==> src/verilog/adcseq_pkg.sv <==
// package: register map, reset values and timing tables of the conversion sequencer
`default_nettype none
package adcseq_pkg;
  // ----------------------------------------
  // register byte offsets
  // ----------------------------------------
  localparam logic [11:0] OFS_CTL0 = 12'h000;
  localparam logic [11:0] OFS_CTL1 = 12'h004;
  localparam logic [11:0] OFS_PCL = 12'h008;
  localparam logic [11:0] OFS_PCH = 12'h00C;
  localparam logic [11:0] OFS_RESH = 12'h010;
  localparam logic [11:0] OFS_RESL = 12'h014;
  localparam logic [11:0] OFS_STAT = 12'h018;
  // ----------------------------------------
  // field positions and reset values
  // ----------------------------------------
  localparam int C0_EN = 0;
  localparam int C0_RUN = 1;
  localparam int C0_VPOS = 6;
  localparam int C0_VNEG = 7;
  localparam int C1_FMT = 7;
  localparam int ST_DONE = 0;
  localparam int ST_IRQEN = 1;
  localparam int PCL_GAP = 5;
  localparam logic [7:0] RST_CTL0 = 8'h00;
  localparam logic [7:0] RST_CTL1 = 8'h00;
  localparam logic [7:0] RST_PCL = 8'h00;
  localparam logic [7:0] RST_PCH = 8'h00;
  localparam logic [7:0] PCH_SMALL_MASK = 8'hF0;
  // ----------------------------------------
  // timing in conversion-clock periods
  // ----------------------------------------
  localparam logic [3:0] CONV_LAST = 4'hA;
  localparam logic [1:0] RECOVERY_TADS = 2'h2;
  localparam logic [9:0] SAR_FIRST = 10'h200;
  localparam logic [2:0] CLK_SEL_RC = 3'h3;

  typedef enum logic [3:0] {
    S_IDLE = 4'h1,
    S_ACQ = 4'h2,
    S_CONV = 4'h4,
    S_WAIT = 4'h8
  } adcseq_state_t;

  // acquisition delay per select code
  function automatic logic [4:0] acq_tads(input logic [2:0] sel);
    case (sel)
      3'h1: acq_tads = 5'h02;
      3'h2: acq_tads = 5'h04;
      3'h3: acq_tads = 5'h06;
      3'h4: acq_tads = 5'h08;
      3'h5: acq_tads = 5'h0C;
      3'h6: acq_tads = 5'h10;
      3'h7: acq_tads = 5'h14;
      default: acq_tads = 5'h00;
    endcase
  endfunction

  // system clocks per conversion period, minus one
  function automatic logic [5:0] tad_div_m1(input logic [2:0] sel);
    case (sel)
      3'h0: tad_div_m1 = 6'h01;
      3'h1: tad_div_m1 = 6'h07;
      3'h2: tad_div_m1 = 6'h1F;
      3'h4: tad_div_m1 = 6'h03;
      3'h5: tad_div_m1 = 6'h0F;
      3'h6: tad_div_m1 = 6'h3F;
      default: tad_div_m1 = 6'h01;
    endcase
  endfunction
endpackage
`default_nettype wire

==> src/verilog/adcseq_top.sv <==
// module: conversion sequencer with APB registers and pin configuration
//
// Chosen here: the APB interface to the registers and the register offsets.
`default_nettype none
// What this block does
// select bit 1 digital, 0 analog reads zero
// small package: top four bits inert storage
// software selects supply or external references
// software picks RC clock before sleeping
// completion loads result, clears run, sets done
// reset restores registers, stops any conversion
// power-on reset leaves result pair untouched
// two conversion periods before next acquisition
// zero acquisition field: convert at once
// software times acquisition when field zero
// nonzero field: sample programmed periods first
// sampling resumes after every conversion
// run bit set through acquisition and conversion
// conversion start opens the sampling switch
// ten-bit successive approximation, one bit per step over ten steps
// software polls run bit or waits interrupt
// done flag cleared only by software or reset
// acquisition codes give 0,2,4,6,8,12,16,20
// clock select: divided clock or RC
// clearing run aborts, result kept
// conversion lasts eleven conversion periods
// interrupt only when done and enable set
// result justified by format bit
module adcseq_top
  import adcseq_pkg::*;
(
  input wire logic CLK,
  input wire logic ARST_N,
  input wire logic PSEL,
  input wire logic PENABLE,
  input wire logic PWRITE,
  input wire logic [11:0] PADDR,
  input wire logic [31:0] PWDATA,
  output logic [31:0] PRDATA,
  output logic PREADY,
  output logic PSLVERR,
  input wire logic RC_CLK,
  input wire logic CMP_HIGH,
  input wire logic SMALL_PKG,
  input wire logic [15:0] PAD_IN,
  output logic [15:0] PAD_DIGITAL_EN,
  output logic [15:0] PAD_DIG_IN,
  output logic [9:0] DAC_CODE,
  output logic SAMPLE_CLOSED,
  output logic VREF_POS_EXT,
  output logic VREF_NEG_EXT,
  output logic IRQ
);
  typedef struct packed {
    logic [7:0] ctl0;
    logic [7:0] ctl1;
    logic [7:0] pcl;
    logic [7:0] pch;
    logic done;
    logic irqen;
    adcseq_state_t state;
    logic [4:0] acq_cnt;
    logic [3:0] bit_cnt;
    logic [1:0] rec_cnt;
    logic [9:0] sar;
    logic [5:0] div_cnt;
    logic bit_conversion_period;
    logic [2:0] rc_s;
    logic [1:0] cmp_s;
    logic [1:0] pkg_s;
    logic [15:0] pad_s0;
    logic [15:0] pad_s1;
    logic [15:0] dig_en;
    logic [15:0] dig_in;
    logic sw;
    logic irq;
    logic [31:0] prdata;
    logic pready;
    logic pslverr;
  } adcseq_regs_t;

  adcseq_regs_t st_ff;
  adcseq_regs_t nxt_st;
  logic [7:0] res_hi_ff;
  logic [7:0] res_lo_ff;
  logic complete;
  logic wr_en;
  logic [7:0] w8;
  logic run_new;

  // ----------------------------------------
  // next-state logic
  // ----------------------------------------
  always_comb begin
    nxt_st = st_ff;
    complete = 1'b0;
    run_new = 1'b0;
    w8 = PWDATA[7:0];
    nxt_st.rc_s = {st_ff.rc_s[1:0], RC_CLK};
    nxt_st.cmp_s = {st_ff.cmp_s[0], CMP_HIGH};
    nxt_st.pkg_s = {st_ff.pkg_s[0], SMALL_PKG};
    nxt_st.pad_s0 = PAD_IN;
    nxt_st.pad_s1 = st_ff.pad_s0;
    // conversion clock enable
    if (st_ff.ctl1[1:0] == CLK_SEL_RC[1:0]) begin
      nxt_st.div_cnt = 6'h00;
      nxt_st.bit_conversion_period = st_ff.rc_s[1] & ~st_ff.rc_s[2];
    end else if (st_ff.div_cnt >= tad_div_m1(st_ff.ctl1[2:0])) begin
      nxt_st.div_cnt = 6'h00;
      nxt_st.bit_conversion_period = 1'b1;
    end else begin
      nxt_st.div_cnt = st_ff.div_cnt + 6'h01;
      nxt_st.bit_conversion_period = 1'b0;
    end
    // apb: answer is prepared in setup, pready high for the access cycle
    wr_en = PSEL & PENABLE & st_ff.pready & PWRITE & ~st_ff.pslverr;
    nxt_st.pready = PSEL & ~PENABLE;
    nxt_st.pslverr = 1'b0;
    nxt_st.prdata = 32'h0000_0000;
    if (PSEL & ~PENABLE) begin
      case (PADDR)
        OFS_CTL0: nxt_st.prdata[7:0] = st_ff.ctl0;
        OFS_CTL1: nxt_st.prdata[7:0] = st_ff.ctl1;
        OFS_PCL: nxt_st.prdata[7:0] = st_ff.pcl;
        OFS_PCH: nxt_st.prdata[7:0] = st_ff.pch;
        OFS_RESH: nxt_st.prdata[7:0] = res_hi_ff;
        OFS_RESL: nxt_st.prdata[7:0] = res_lo_ff;
        OFS_STAT: nxt_st.prdata[1:0] = {st_ff.irqen, st_ff.done};
        default: nxt_st.pslverr = 1'b1;
      endcase
    end
    if (wr_en) begin
      case (PADDR)
        OFS_CTL0: begin
          // run only starts when the converter was already on
          run_new = w8[C0_RUN] & w8[C0_EN] & st_ff.ctl0[C0_EN];
          nxt_st.ctl0 = w8;
          nxt_st.ctl0[C0_RUN] = run_new | (st_ff.ctl0[C0_RUN] & w8[C0_RUN] & w8[C0_EN]);
        end
        OFS_CTL1: nxt_st.ctl1 = w8;
        OFS_PCL: begin
          nxt_st.pcl = w8;
          nxt_st.pcl[PCL_GAP] = 1'b0;
        end
        OFS_PCH: nxt_st.pch = w8;
        OFS_STAT: begin
          nxt_st.done = w8[ST_DONE];
          nxt_st.irqen = w8[ST_IRQEN];
        end
        default: ;
      endcase
    end
    // ----------------------------------------
    // sequencer
    // ----------------------------------------
    case (st_ff.state)
      S_IDLE: begin
        if (nxt_st.ctl0[C0_RUN]) begin
          if (st_ff.ctl1[5:3] == 3'h0) begin
            nxt_st.state = S_CONV;
            nxt_st.bit_cnt = 4'h0;
            nxt_st.sar = SAR_FIRST;
          end else begin
            nxt_st.state = S_ACQ;
            nxt_st.acq_cnt = acq_tads(st_ff.ctl1[5:3]);
          end
        end
      end
      S_ACQ: begin
        if (!nxt_st.ctl0[C0_RUN]) begin
          nxt_st.state = S_WAIT;
          nxt_st.rec_cnt = RECOVERY_TADS;
        end else if (st_ff.bit_conversion_period) begin
          if (st_ff.acq_cnt == 5'h01) begin
            nxt_st.state = S_CONV;
            nxt_st.bit_cnt = 4'h0;
            nxt_st.sar = SAR_FIRST;
          end else begin
            nxt_st.acq_cnt = st_ff.acq_cnt - 5'h01;
          end
        end
      end
      S_CONV: begin
        if (!nxt_st.ctl0[C0_RUN]) begin
          nxt_st.state = S_WAIT;
          nxt_st.rec_cnt = RECOVERY_TADS;
        end else if (st_ff.bit_conversion_period) begin
          // period 0 settles the first trial, periods 1..10 decide one bit each
          if (st_ff.bit_cnt != 4'h0) begin
            nxt_st.sar[4'(CONV_LAST - st_ff.bit_cnt)] = st_ff.cmp_s[1];
            if (st_ff.bit_cnt != CONV_LAST) begin
              nxt_st.sar[4'(CONV_LAST - st_ff.bit_cnt - 4'h1)] = 1'b1;
            end
          end
          nxt_st.bit_cnt = st_ff.bit_cnt + 4'h1;
          if (st_ff.bit_cnt == CONV_LAST) begin
            complete = 1'b1;
            nxt_st.ctl0[C0_RUN] = 1'b0;
            nxt_st.done = 1'b1;
            nxt_st.state = S_WAIT;
            nxt_st.rec_cnt = RECOVERY_TADS;
          end
        end
      end
      S_WAIT: begin
        if (st_ff.bit_conversion_period) begin
          nxt_st.rec_cnt = st_ff.rec_cnt - 2'h1;
          if (st_ff.rec_cnt == 2'h1) begin
            nxt_st.state = S_IDLE;
          end
        end
      end
      default: nxt_st.state = S_IDLE;
    endcase
    if (!nxt_st.ctl0[C0_EN]) begin
      nxt_st.state = S_IDLE;
      nxt_st.ctl0[C0_RUN] = 1'b0;
    end
    // ----------------------------------------
    // registered outputs
    // ----------------------------------------
    nxt_st.sw = nxt_st.ctl0[C0_EN] & (nxt_st.state == S_IDLE || nxt_st.state == S_ACQ);
    nxt_st.irq = nxt_st.done & nxt_st.irqen;
    nxt_st.dig_en = {st_ff.pch & ~({8{st_ff.pkg_s[1]}} & PCH_SMALL_MASK), st_ff.pcl};
    nxt_st.dig_in = st_ff.pad_s1 & st_ff.dig_en;
  end

  always_ff @(posedge CLK or negedge ARST_N) begin
    if (!ARST_N) begin
      st_ff <= '{ctl0: RST_CTL0, ctl1: RST_CTL1, pcl: RST_PCL, pch: RST_PCH,
                 state: S_IDLE, sar: 10'h000, prdata: 32'h0000_0000,
                 dig_en: 16'h0000, dig_in: 16'h0000, default: '0};
    end else begin
      st_ff <= nxt_st;
    end
  end

  // result pair has no reset so power-on leaves its contents as they were
  always_ff @(posedge CLK) begin
    if (complete) begin
      if (st_ff.ctl1[C1_FMT]) begin
        res_hi_ff <= {6'h00, nxt_st.sar[9:8]};
        res_lo_ff <= nxt_st.sar[7:0];
      end else begin
        res_hi_ff <= nxt_st.sar[9:2];
        res_lo_ff <= {nxt_st.sar[1:0], 6'h00};
      end
    end else if (wr_en && PADDR == OFS_RESH) begin
      res_hi_ff <= w8;
    end else if (wr_en && PADDR == OFS_RESL) begin
      res_lo_ff <= w8;
    end
  end

  assign PRDATA = st_ff.prdata;
  assign PREADY = st_ff.pready;
  assign PSLVERR = st_ff.pslverr;
  assign PAD_DIGITAL_EN = st_ff.dig_en;
  assign PAD_DIG_IN = st_ff.dig_in;
  assign DAC_CODE = st_ff.sar;
  assign SAMPLE_CLOSED = st_ff.sw;
  assign VREF_POS_EXT = st_ff.ctl0[C0_VPOS];
  assign VREF_NEG_EXT = st_ff.ctl0[C0_VNEG];
  assign IRQ = st_ff.irq;
endmodule
`default_nettype wire
==> config.mk <==
export PLATFORM = sky130hd
export DESIGN_NAME = adcseq_top
export DESIGN_NICKNAME = d
export VERILOG_FILES = /design/src/verilog/adcseq_pkg.sv /design/src/verilog/adcseq_top.sv
export SDC_FILE = /design/constraint.sdc
export NUM_CORES = 1
export LEC_CHECK = 0
export ABC_AREA = 1
export ABC_CLOCK_PERIOD_IN_PS = 2000
export BUFFER_PORTS_ARGS = -buffer_cell sky130_fd_sc_hd__buf_2
export CAP_MARGIN = 20
export CORE_AREA = 2 2 175 177
export DETAILED_ROUTE_END_ITERATION = 7
export DIE_AREA = 0 0 177 179
export GPL_TIMING_DRIVEN = 0
export MAX_ROUTING_LAYER = met4
export PLACE_DENSITY = 0.53
export SETUP_SLACK_MARGIN = 0.3
export SYNTH_ARGS = -nofsm -noshare
export SYNTH_HDL_FRONTEND = slang
export SYNTH_SLANG_ARGS = --single-unit
==> constraint.sdc <==
create_clock -name CLK -period 2 [get_ports CLK]
set_input_delay 0.2 -clock CLK [delete_from_list [all_inputs] [get_ports CLK]]
set_output_delay 0.2 -clock CLK [all_outputs]
set_load 0.005 [all_outputs]
Word level (Yosys, flattened, before mapping)
Cells that the tools add are included.
- register bits after elaboration: 163
- bits of input ports: 68
- add/sub/neg operators: 6
- $lt $le $gt $ge: 5
- equality and inequality tests: 43
- mux-type cells: 76
- bitwise gates (word level): 20
- reductions and logical operators: 22
- operators by type and width (operator ; number):
    $mux 8 ; 11
    $mux 10 ; 8
    $mux 4 ; 11
    $eq 12x5->1 const B ; 3
    $pmux 6 s6 ; 1
    $pmux 5 s7 ; 1
    $pmux 10 s3 ; 1
    $pmux 6 s5 ; 1
    $mux 28 ; 1
    $mux 13 ; 2
    $eq 12x4->1 const B ; 2
    $ne 2x2->1 const B ; 12
    $eq 3x3->1 const B ; 7
    $mux 1 ; 17
    $and 16x16->16 ; 1
    $mux 16 ; 1
    $pmux 4 s4 ; 1
    $mux 7 ; 2
    $pmux 2 s7 ; 1
    $and 1x1->1 ; 12
    $eq 12x3->1 const B ; 1
    $logic_not 12->1 ; 1
    $mux 2 ; 6
    $pmux 4 s3 ; 1
    other kinds (44) ; 67

Longest topological paths before layout
Gate-level depths: netlist (run 1).
- word-level depth: 14
- mapped depth: 16
- mapped depth without buffers: 16

Worst setup path before layout (run 1)
No wires, ideal clock.
- path kind: register to register
- start: register st_ff[126] (netlist name)
- end: register res_hi_ff[0] (enable)
- arrival time: 1817 ps
- data required time: 1616 ps
- path slack: -201 ps
- cell stages (with the launch flop): 10
- period minus slack after synthesis: 2201 ps
- cells stage by stage: dfrtp_1 > inv_1 > ha_1 > nand3_1 > inv_1 > nand2_1 > nor2_1 > nand2_2 > buf_2 > o21ai_0
- word-level cells in the longest chain between the ends: 6
- RTL lines (what ; RTL line ; RTL):
    from (decl) ; adcseq_top.sv:82 ; adcseq_regs_t st_ff;
    from (signal assigned) ; adcseq_top.sv:230 ; st_ff <= '{ctl0: RST_CTL0, ctl1: RST_CTL1, pcl: RST_PCL, pch: RST_PCH,
    from (signal assigned) ; adcseq_top.sv:234 ; st_ff <= nxt_st;
    $eq 4x4->1 ; adcseq_top.sv:196 ; if (st_ff.bit_cnt == CONV_LAST) begin
    $mux 1 ; adcseq_top.sv:196 ;
    $mux 1 ; adcseq_top.sv:187 ; end else if (st_ff.bit_conversion_period) begin
    $mux 1 ; adcseq_top.sv:184 ; if (!nxt_st.ctl0[C0_RUN]) begin
    $mux 1 ; adcseq_top.sv:156 ; case (st_ff.state)
    $reduce_bool 2->1 (no source line) ; - ;
    to (signal assigned) ; adcseq_top.sv:242 ; res_hi_ff <= {6'h00, nxt_st.sar[9:8]};
    to (signal assigned) ; adcseq_top.sv:245 ; res_hi_ff <= nxt_st.sar[9:2];
    to (signal assigned) ; adcseq_top.sv:249 ; res_hi_ff <= w8;
    to (decl) ; adcseq_top.sv:84 ; logic [7:0] res_hi_ff;
Every way passes these cells.
A chain may end at the register's enable or synchronous reset.

==> flow_summary_export.csv, run 1 <==
group,metric,value,unit
finish,nNetsFinal,1161,
clock_network,clkLatencyLatePin,440,ps
timing,period_minus_slack,2100,ps
clock_network,cts-root-buf,"clkbuf_16",
synthesis,yosys.area_share.adder,3.27,%
run,cap_violations,0,
synthesis,yosys_warnings,0,
global_route,grt_pass1_wl,32.1,mm
synthesis,synth_top_family_by_area,"simple AND/OR/NAND/NOR gates",
synthesis,netlist_instances,843,
placement,gp_congestion,0.863,
synthesis,synthSimpleGateAreaFrac,22.3,%
timing,setup_slack,-104,ps
clock_network,cts.clk_slew.worst_paths,80,ps
timing,slew_headroom,57.8,%
floorplan,start_util,25.5,%
timing,maxSlewViolCount,0,
run_status,violations,"setup timing",
timing,finalSetupTns,-456,ps
floorplan,die_area,31700,um^2
synthesis,async_flop_share,90.0,%
power_and_ir_drop,p_int,5.57,mW
route,wl,20.5,mm
finish,multi_input_area,3460,um^2
timing,grt_setup_unrepaired,"true",
synthesis,synthMuxAreaShare,0,%
route,ant_nets,0,
synthesis,ys_types,50,
synthesis,synth_edf_count,16,
synthesis,ys.flop_type,"dfrtp_1",
run_status,status,"finished, violations left",
critical_path,start_kind,"flip-flop",
global_route,grt_use_total,13.5,%
floorplan,die_width,177,um
power_and_ir_drop,clkPwrFrac,40.8,%
floorplan,io_pins,148,
timing,setup_viol,11,
power_and_ir_drop,power_density,723,nW/um^2
finish,areaGrowthSynthToFinish,44.2,%
clock_network,h-tree-depth,4,
global_route,grt_pass1_vias,6094,
placement,port_buffers,96,
synthesis,synth_top_area_share,46.7,%
finish,final_common_cell,"nand2_1",
timing,period_share,105,%
finish,fin_util,36.8,%
finish,final_cell_mix,"nand2_1, dfrtp_1, buf_4",
placement,hpwlAfterDp,13.9,mm
clock_network,cts_buffers,17,
synthesis,synth_area_leaders,"dfrtp_1, nand2_1, buf_4",
global_route,grt_max_degree,84,
finish,regArea,4090,um^2
route,vias,6215,
power_and_ir_drop,p_seq_share,43.1,%
floorplan,core,30000,um^2
timing,fmax,475,MHz
route,drc_errors,0,
floorplan,die_y,179,um
critical_path,critical_path_peak_fanout,6,
synthesis,synth_xor_area_share,1.01,%
finish,drive_gt1_share,42.7,%
clock_network,cts.sinks,160,
power_and_ir_drop,switching_share,30.3,%
clock_network,cts_tree,"yes",
route,dr.pass1.iters,5,
floorplan,rows,64,
timing,skew,17.7,ps
synthesis,synth_seq_area_share,53.3,%
timing,worst_pin_slew,633,ps
synthesis,yosysTopAreaCell,"dfrtp_1",
route,viasPerCell,4.18,
power_and_ir_drop,pwr-share-comb,16.0,%
critical_path,worst_ep_arrival_time,2450,ps
finish,nFillCells,3023,
hold_path,hold_class,"in2reg",
timing,hold_viol,0,
critical_path,critPathRequiredTime,2350,ps
route,first_iter_violations,329,
route,wl_per_cell,13.8,um
power_and_ir_drop,switchingPower,2.42,mW
clock_network,cts_buffer_depth,2,
synthesis,synth-compound-area-share,7.55,%
global_route,grt_overflow,0,
synthesis,netlist_area,7660,um^2
synthesis,avgSynthCellArea,9.09,um^2
critical_path,path_class,"reg2reg",
synthesis,ys_seq_elements,160,
power_and_ir_drop,p_leak,5.63,nW
power_and_ir_drop,vdd_drop_max,0.565,mV
global_route,antenna_found_initial,2,
placement,pre_cts_ws,-326,ps
critical_path,critPathCaptureType,"flip-flop",
cell type report:
type / count / share of cell area, %
flip-flops and latches: 160 / 37.0
multi-input cells: 533 / 31.4
repair buffers: 184 / 12.4
plain buffers: 87 / 5.89
well taps: 396 / 4.49
clock buffers: 17 / 3.85
inverters: 90 / 3.38
clock inverters: 15 / 1.48
diodes: 4 / 0.0906
layer usage:
layer	up-vias	wire length [um]	global-route usage, %
li1	3082	-	-
met1	2944	9360	16.7
met2	160	9710	21.5
met3	29	1000	2.99
met4	0	392	5.30
met5	-	0	-
repair_timing:
item / CTS / global route
buffers inserted: 47 / 19
pin swaps: 53 / 58
gates resized for setup: 113 / 99
gates cloned: 2 / 1
hold buffers: 20 / 0
hold endpoints to repair: 80 / 0
endpoints found under the setup margin: 68 / 66
per-stage QoR:
stage               power [mW]  cells  hold WS, ps  cell area [um^2]
finish                    7.99   1486         76.1             11000
detailed placement        4.38   1361          260              8940
CTS                       7.97   1462         44.0             10600
global route              8.36   1484         54.7             11000
global placement          4.37   1360          308              8910
floorplan                 4.09    868        -95.6              7930
critical path, cell delays in order (launching register included):
cell,delay (ps)
dfrtp_2,460
buf_4,160
nand2_2,80
a22oi_2,70
or2_4,230
ha_1,260
a21boi_1,130
o21ai_1,140
nand2_1,100
a21boi_2,170
inv_2,80
nor3b_2,150
flip-flops by register name, indices dropped and copies added (netlist names):
| register | count |
|---|---|
| st_ff | 64 |
| nxt_st | 26 |
| PAD_DIGITAL_EN | 15 |
| PAD_DIG_IN | 15 |
| DAC_CODE | 10 |
| PRDATA | 8 |
| res_hi_ff | 8 |
| res_lo_ff | 8 |
| IRQ | 1 |
| PREADY | 1 |
| PSLVERR | 1 |
| SAMPLE_CLOSED | 1 |
| VREF_NEG_EXT | 1 |
| VREF_POS_EXT | 1 |
synthesized netlist by cell type (3+ instances only):
library cell / instances
a211oi_1: 3
a21oi_1: 8
a31oi_1: 4
buf_2: 8
buf_4: 74
dfrtp_1: 143
edfxtp_1: 16
ha_1: 20
inv_1: 81
inv_2: 9
nand2_1: 232
nand2_2: 6
nand3_1: 62
nand4_1: 5
nor2_1: 48
nor2_2: 5
nor3_1: 8
nor3_2: 3
o21ai_0: 47
o21ai_1: 5
o221ai_1: 4
o22ai_1: 3
o31ai_1: 9
xnor2_1: 3
xor2_1: 4
kinds of logic after synthesis:
| family | Yosys count |
|---|---|
| buffers and inverters | 177 |
| adder cells (fa/ha/maj) | 20 |
| flip-flops | 160 |
| XOR/XNOR | 8 |
| other | 1 |
| AO/OA/AOI/OAI | 94 |
| AND/OR/NAND/NOR | 383 |
power by group through the flow:
| stage | registers [mW] | logic (mW) | clock network [mW] |
|---|---|---|---|
| CTS | 3.44 | 1.19 | 3.34 |
| global route | 3.46 | 1.41 | 3.49 |
| global placement | 3.50 | 0.864 | 0 |
| floorplan | 3.49 | 0.606 | 0 |
| finish | 3.45 | 1.28 | 3.26 |
| detailed placement | 3.50 | 0.881 | 0 |
worst paths after layout:
path | startpoint | slack (ps) | end | cells past startpoint
setup / recovery | st_ff[157] | -100 | st_ff[111] | 11
hold / removal | PSEL | 80 | PREADY | 3
setup reg to reg | st_ff[157] | -100 | st_ff[111] | 11
hold reg to reg | nxt_st[101] | 340 | st_ff[101] | 0
max in group asynchronous | ARST_N | 840 | st_ff[145] | 3
min in group asynchronous | ARST_N | 330 | SAMPLE_CLOSED | 2
Power figures use the tool's default switching activity.
==> inputs of run 2 (changes only) <==
Settings changed: PLACE_DENSITY 0.53 to 0.41.
==> run 2 against run 1 <==
The flow still finishes with violations (setup timing); sequential power hardly changed; cell count is 0.40% lower; register-to-register slack better by 20 ps; largest power group unchanged; critical path depth stayed put; die area stayed put; highest routed layer unchanged; clock power is 3% higher; wire length is 2.8% higher; non-clock buffer count is 4 lower; total power is 2.5% higher; worst hold slack worse by 5.5 ps; setup slack better by 22 ps; critical path type unchanged.
==> flow_summary_export.csv, run 2 (synthesis results as in run 1) <==
group,metric,value,unit
critical_path,path_class,"reg2reg",
power_and_ir_drop,p_int,5.83,mW
global_route,grt_pass1_vias,5882,
power_and_ir_drop,p_leak,5.60,nW
timing,setup_slack,-82.4,ps
critical_path,path_delay_family,"flip-flops",
timing,holdWs,70.6,ps
finish,final_area,11100,um^2
finish,fin_util,36.9,%
power_and_ir_drop,switchingPower,2.36,mW
timing,grt_setup_unrepaired,"true",
power_and_ir_drop,power_density,739,nW/um^2
critical_path,r2r_setup_slack,-80,ps
placement,placed_area,8940,um^2
power_and_ir_drop,switching_share,28.8,%
clock_network,cts-root-buf,"clkbuf_16",
floorplan,io_pins,148,
clock_network,h-tree-depth,4,
route,vias,6146,
floorplan,rows,64,
route,viasPerCell,4.15,
timing,worst_pin_slew,839,ps
power_and_ir_drop,pwr-share-comb,16.8,%
route,wl,21.0,mm
run,cap_violations,0,
finish,largest-register,"st_ff",
critical_path,worst_ep_arrival_time,2430,ps
hold_path,hold_class,"in2reg",
clock_network,cts_buffers,17,
critical_path,critical_path_peak_fanout,6,
timing,maxSlewViolCount,0,
critical_path,cp_common_cell,"ha_1",
clock_network,cts.clk_slew.worst_paths,70,ps
floorplan,die_area,31700,um^2
finish,multi_input_area,3540,um^2
finish,final_cells,1480,
clock_network,clkLatencyLatePin,430,ps
global_route,antenna_found_initial,0,
clock_network,cts_buffer_depth,2,
timing,slew_headroom,44.1,%
power_and_ir_drop,vdd_drop_max,0.566,mV
placement,gp_congestion,0.797,
route,wl_per_cell,14.2,um
timing,period_share,104,%
critical_path,start_kind,"flip-flop",
critical_path,critical-path-max-stage-delay,470,ps
finish,nFillCells,3037,
floorplan,core,30000,um^2
timing,skew,12.7,ps
critical_path,cp.buffers_inverters,2,
critical_path,cp_cell_sequence,"inv_4, ha_1, a21oi_1, or2_4, ha_1, a21boi_1, o21ai_1, nand2_1, a21boi_2, inv_2, nor3b_2",
global_route,grt_overflow,0,
power_and_ir_drop,clkPwrFrac,41.1,%
finish,areaGrowthSynthToFinish,44.5,%
floorplan,die_y,179,um
critical_path,worst_path_max_delay_cell,"dfrtp_2",
floorplan,start_util,25.5,%
finish,num_antenna_cells,0,
clock_network,cts_tree,"yes",
finish,drive_gt1_share,41.8,%
placement,hpwlAfterDp,14.5,mm
finish,regArea,4090,um^2
global_route,grt_pass1_wl,32.3,mm
floorplan,die_width,177,um
finish,largest_reg_flops,64,
route,drc_errors,0,
placement,dp_cells,1361,
timing,hold_viol,0,
critical_path,critPathCaptureType,"flip-flop",
route,dr.pass1.iters,5,
timing,setup_viol,21,
finish,final_common_cell,"nand2_1",
global_route,grt_use_total,13.7,%
run_status,violations,"setup timing",
timing,period_minus_slack,2080,ps
timing,fmax,480,MHz
critical_path,critPathRequiredTime,2350,ps
clock_network,cts.sinks,160,
placement,pre_cts_ws,-299,ps
finish,final_cell_mix,"nand2_1, dfrtp_1, buf_4",
route,first_iter_violations,413,
route,ant_nets,0,
power_and_ir_drop,p_seq_share,42.1,%
run_status,status,"finished, violations left",
global_route,grt_max_degree,85,
finish,nNetsFinal,1160,
placement,port_buffers,96,
[run 2: cell count changes in the layout (fill, tap and decap cells not counted), moves of 4 or more]
cell / change
nand2_2: -7
buf_6: -6
diode_2: -4
nor2_2: -5
nand2_8: +5
nor2_1: +4
[run 2: metrics by stage]
step	power (mW)	TNS, ps
detailed placement	4.39	-4280
global placement	4.39	-233960
global route	8.60	-4670
CTS	8.14	-594
finish	8.19	-587
floorplan	4.09	-2.20
[run 2: worst reg2reg max path, stage by stage (launching register included)]
cell	delay [ps]
dfrtp_2	470
inv_4	80
ha_1	160
a21oi_1	50
or2_4	240
ha_1	260
a21boi_1	120
o21ai_1	120
nand2_1	80
a21boi_2	180
inv_2	90
nor3b_2	150
[run 2: routing by layer]
| layer | track usage, % | vias up | share of wire [%] |
|---|---|---|---|
| met5 | - | - | 0 |
| met3 | 2.54 | 14 | 3.8 |
| li1 | - | 3101 | - |
| met2 | 22.6 | 128 | 50 |
| met1 | 17.5 | 2903 | 46 |
| met4 | 3.41 | 0 | 1.0 |
[run 2: repair_timing]
action / 4_1_cts / 5_1_grt
buffers inserted: 40 / 22
cloned: 4 / 2
hold endpoints to repair: 101 / 0
setup endpoints to repair: 68 / 67
hold buffers: 20 / 0
resized for setup: 129 / 74
pin swaps: 66 / 56
[run 2: layout make-up]
cell class	count	share of cell area [%]
plain buffers	87	5.83
clock buffers	17	3.84
clock inverters	14	1.53
inverters	90	3.39
multi-input cells	536	32.0
flip-flops and latches	160	37.0
well taps	396	4.47
repair buffers	180	12.0
[run 2: path summary, 6_finish.rpt]
check	start	endpoint	depth (start not counted)
worst max-delay path	st_ff[157]	st_ff[111]	11
worst min-delay path	PSEL	PREADY	3
worst max register to register	st_ff[157]	st_ff[111]	11
worst min register to register	nxt_st[79]	st_ff[79]	0
max in group asynchronous	ARST_N	st_ff[157]	3
min in group asynchronous	ARST_N	PAD_DIG_IN[1]	2
[run 2: power by group through the flow]
stage / clock network [mW] / registers, mW / logic (mW)
floorplan: 0 / 3.49 / 0.606
finish: 3.36 / 3.45 / 1.38
global route: 3.61 / 3.46 / 1.53
global placement: 0 / 3.51 / 0.881
CTS: 3.45 / 3.45 / 1.24
detailed placement: 0 / 3.51 / 0.880
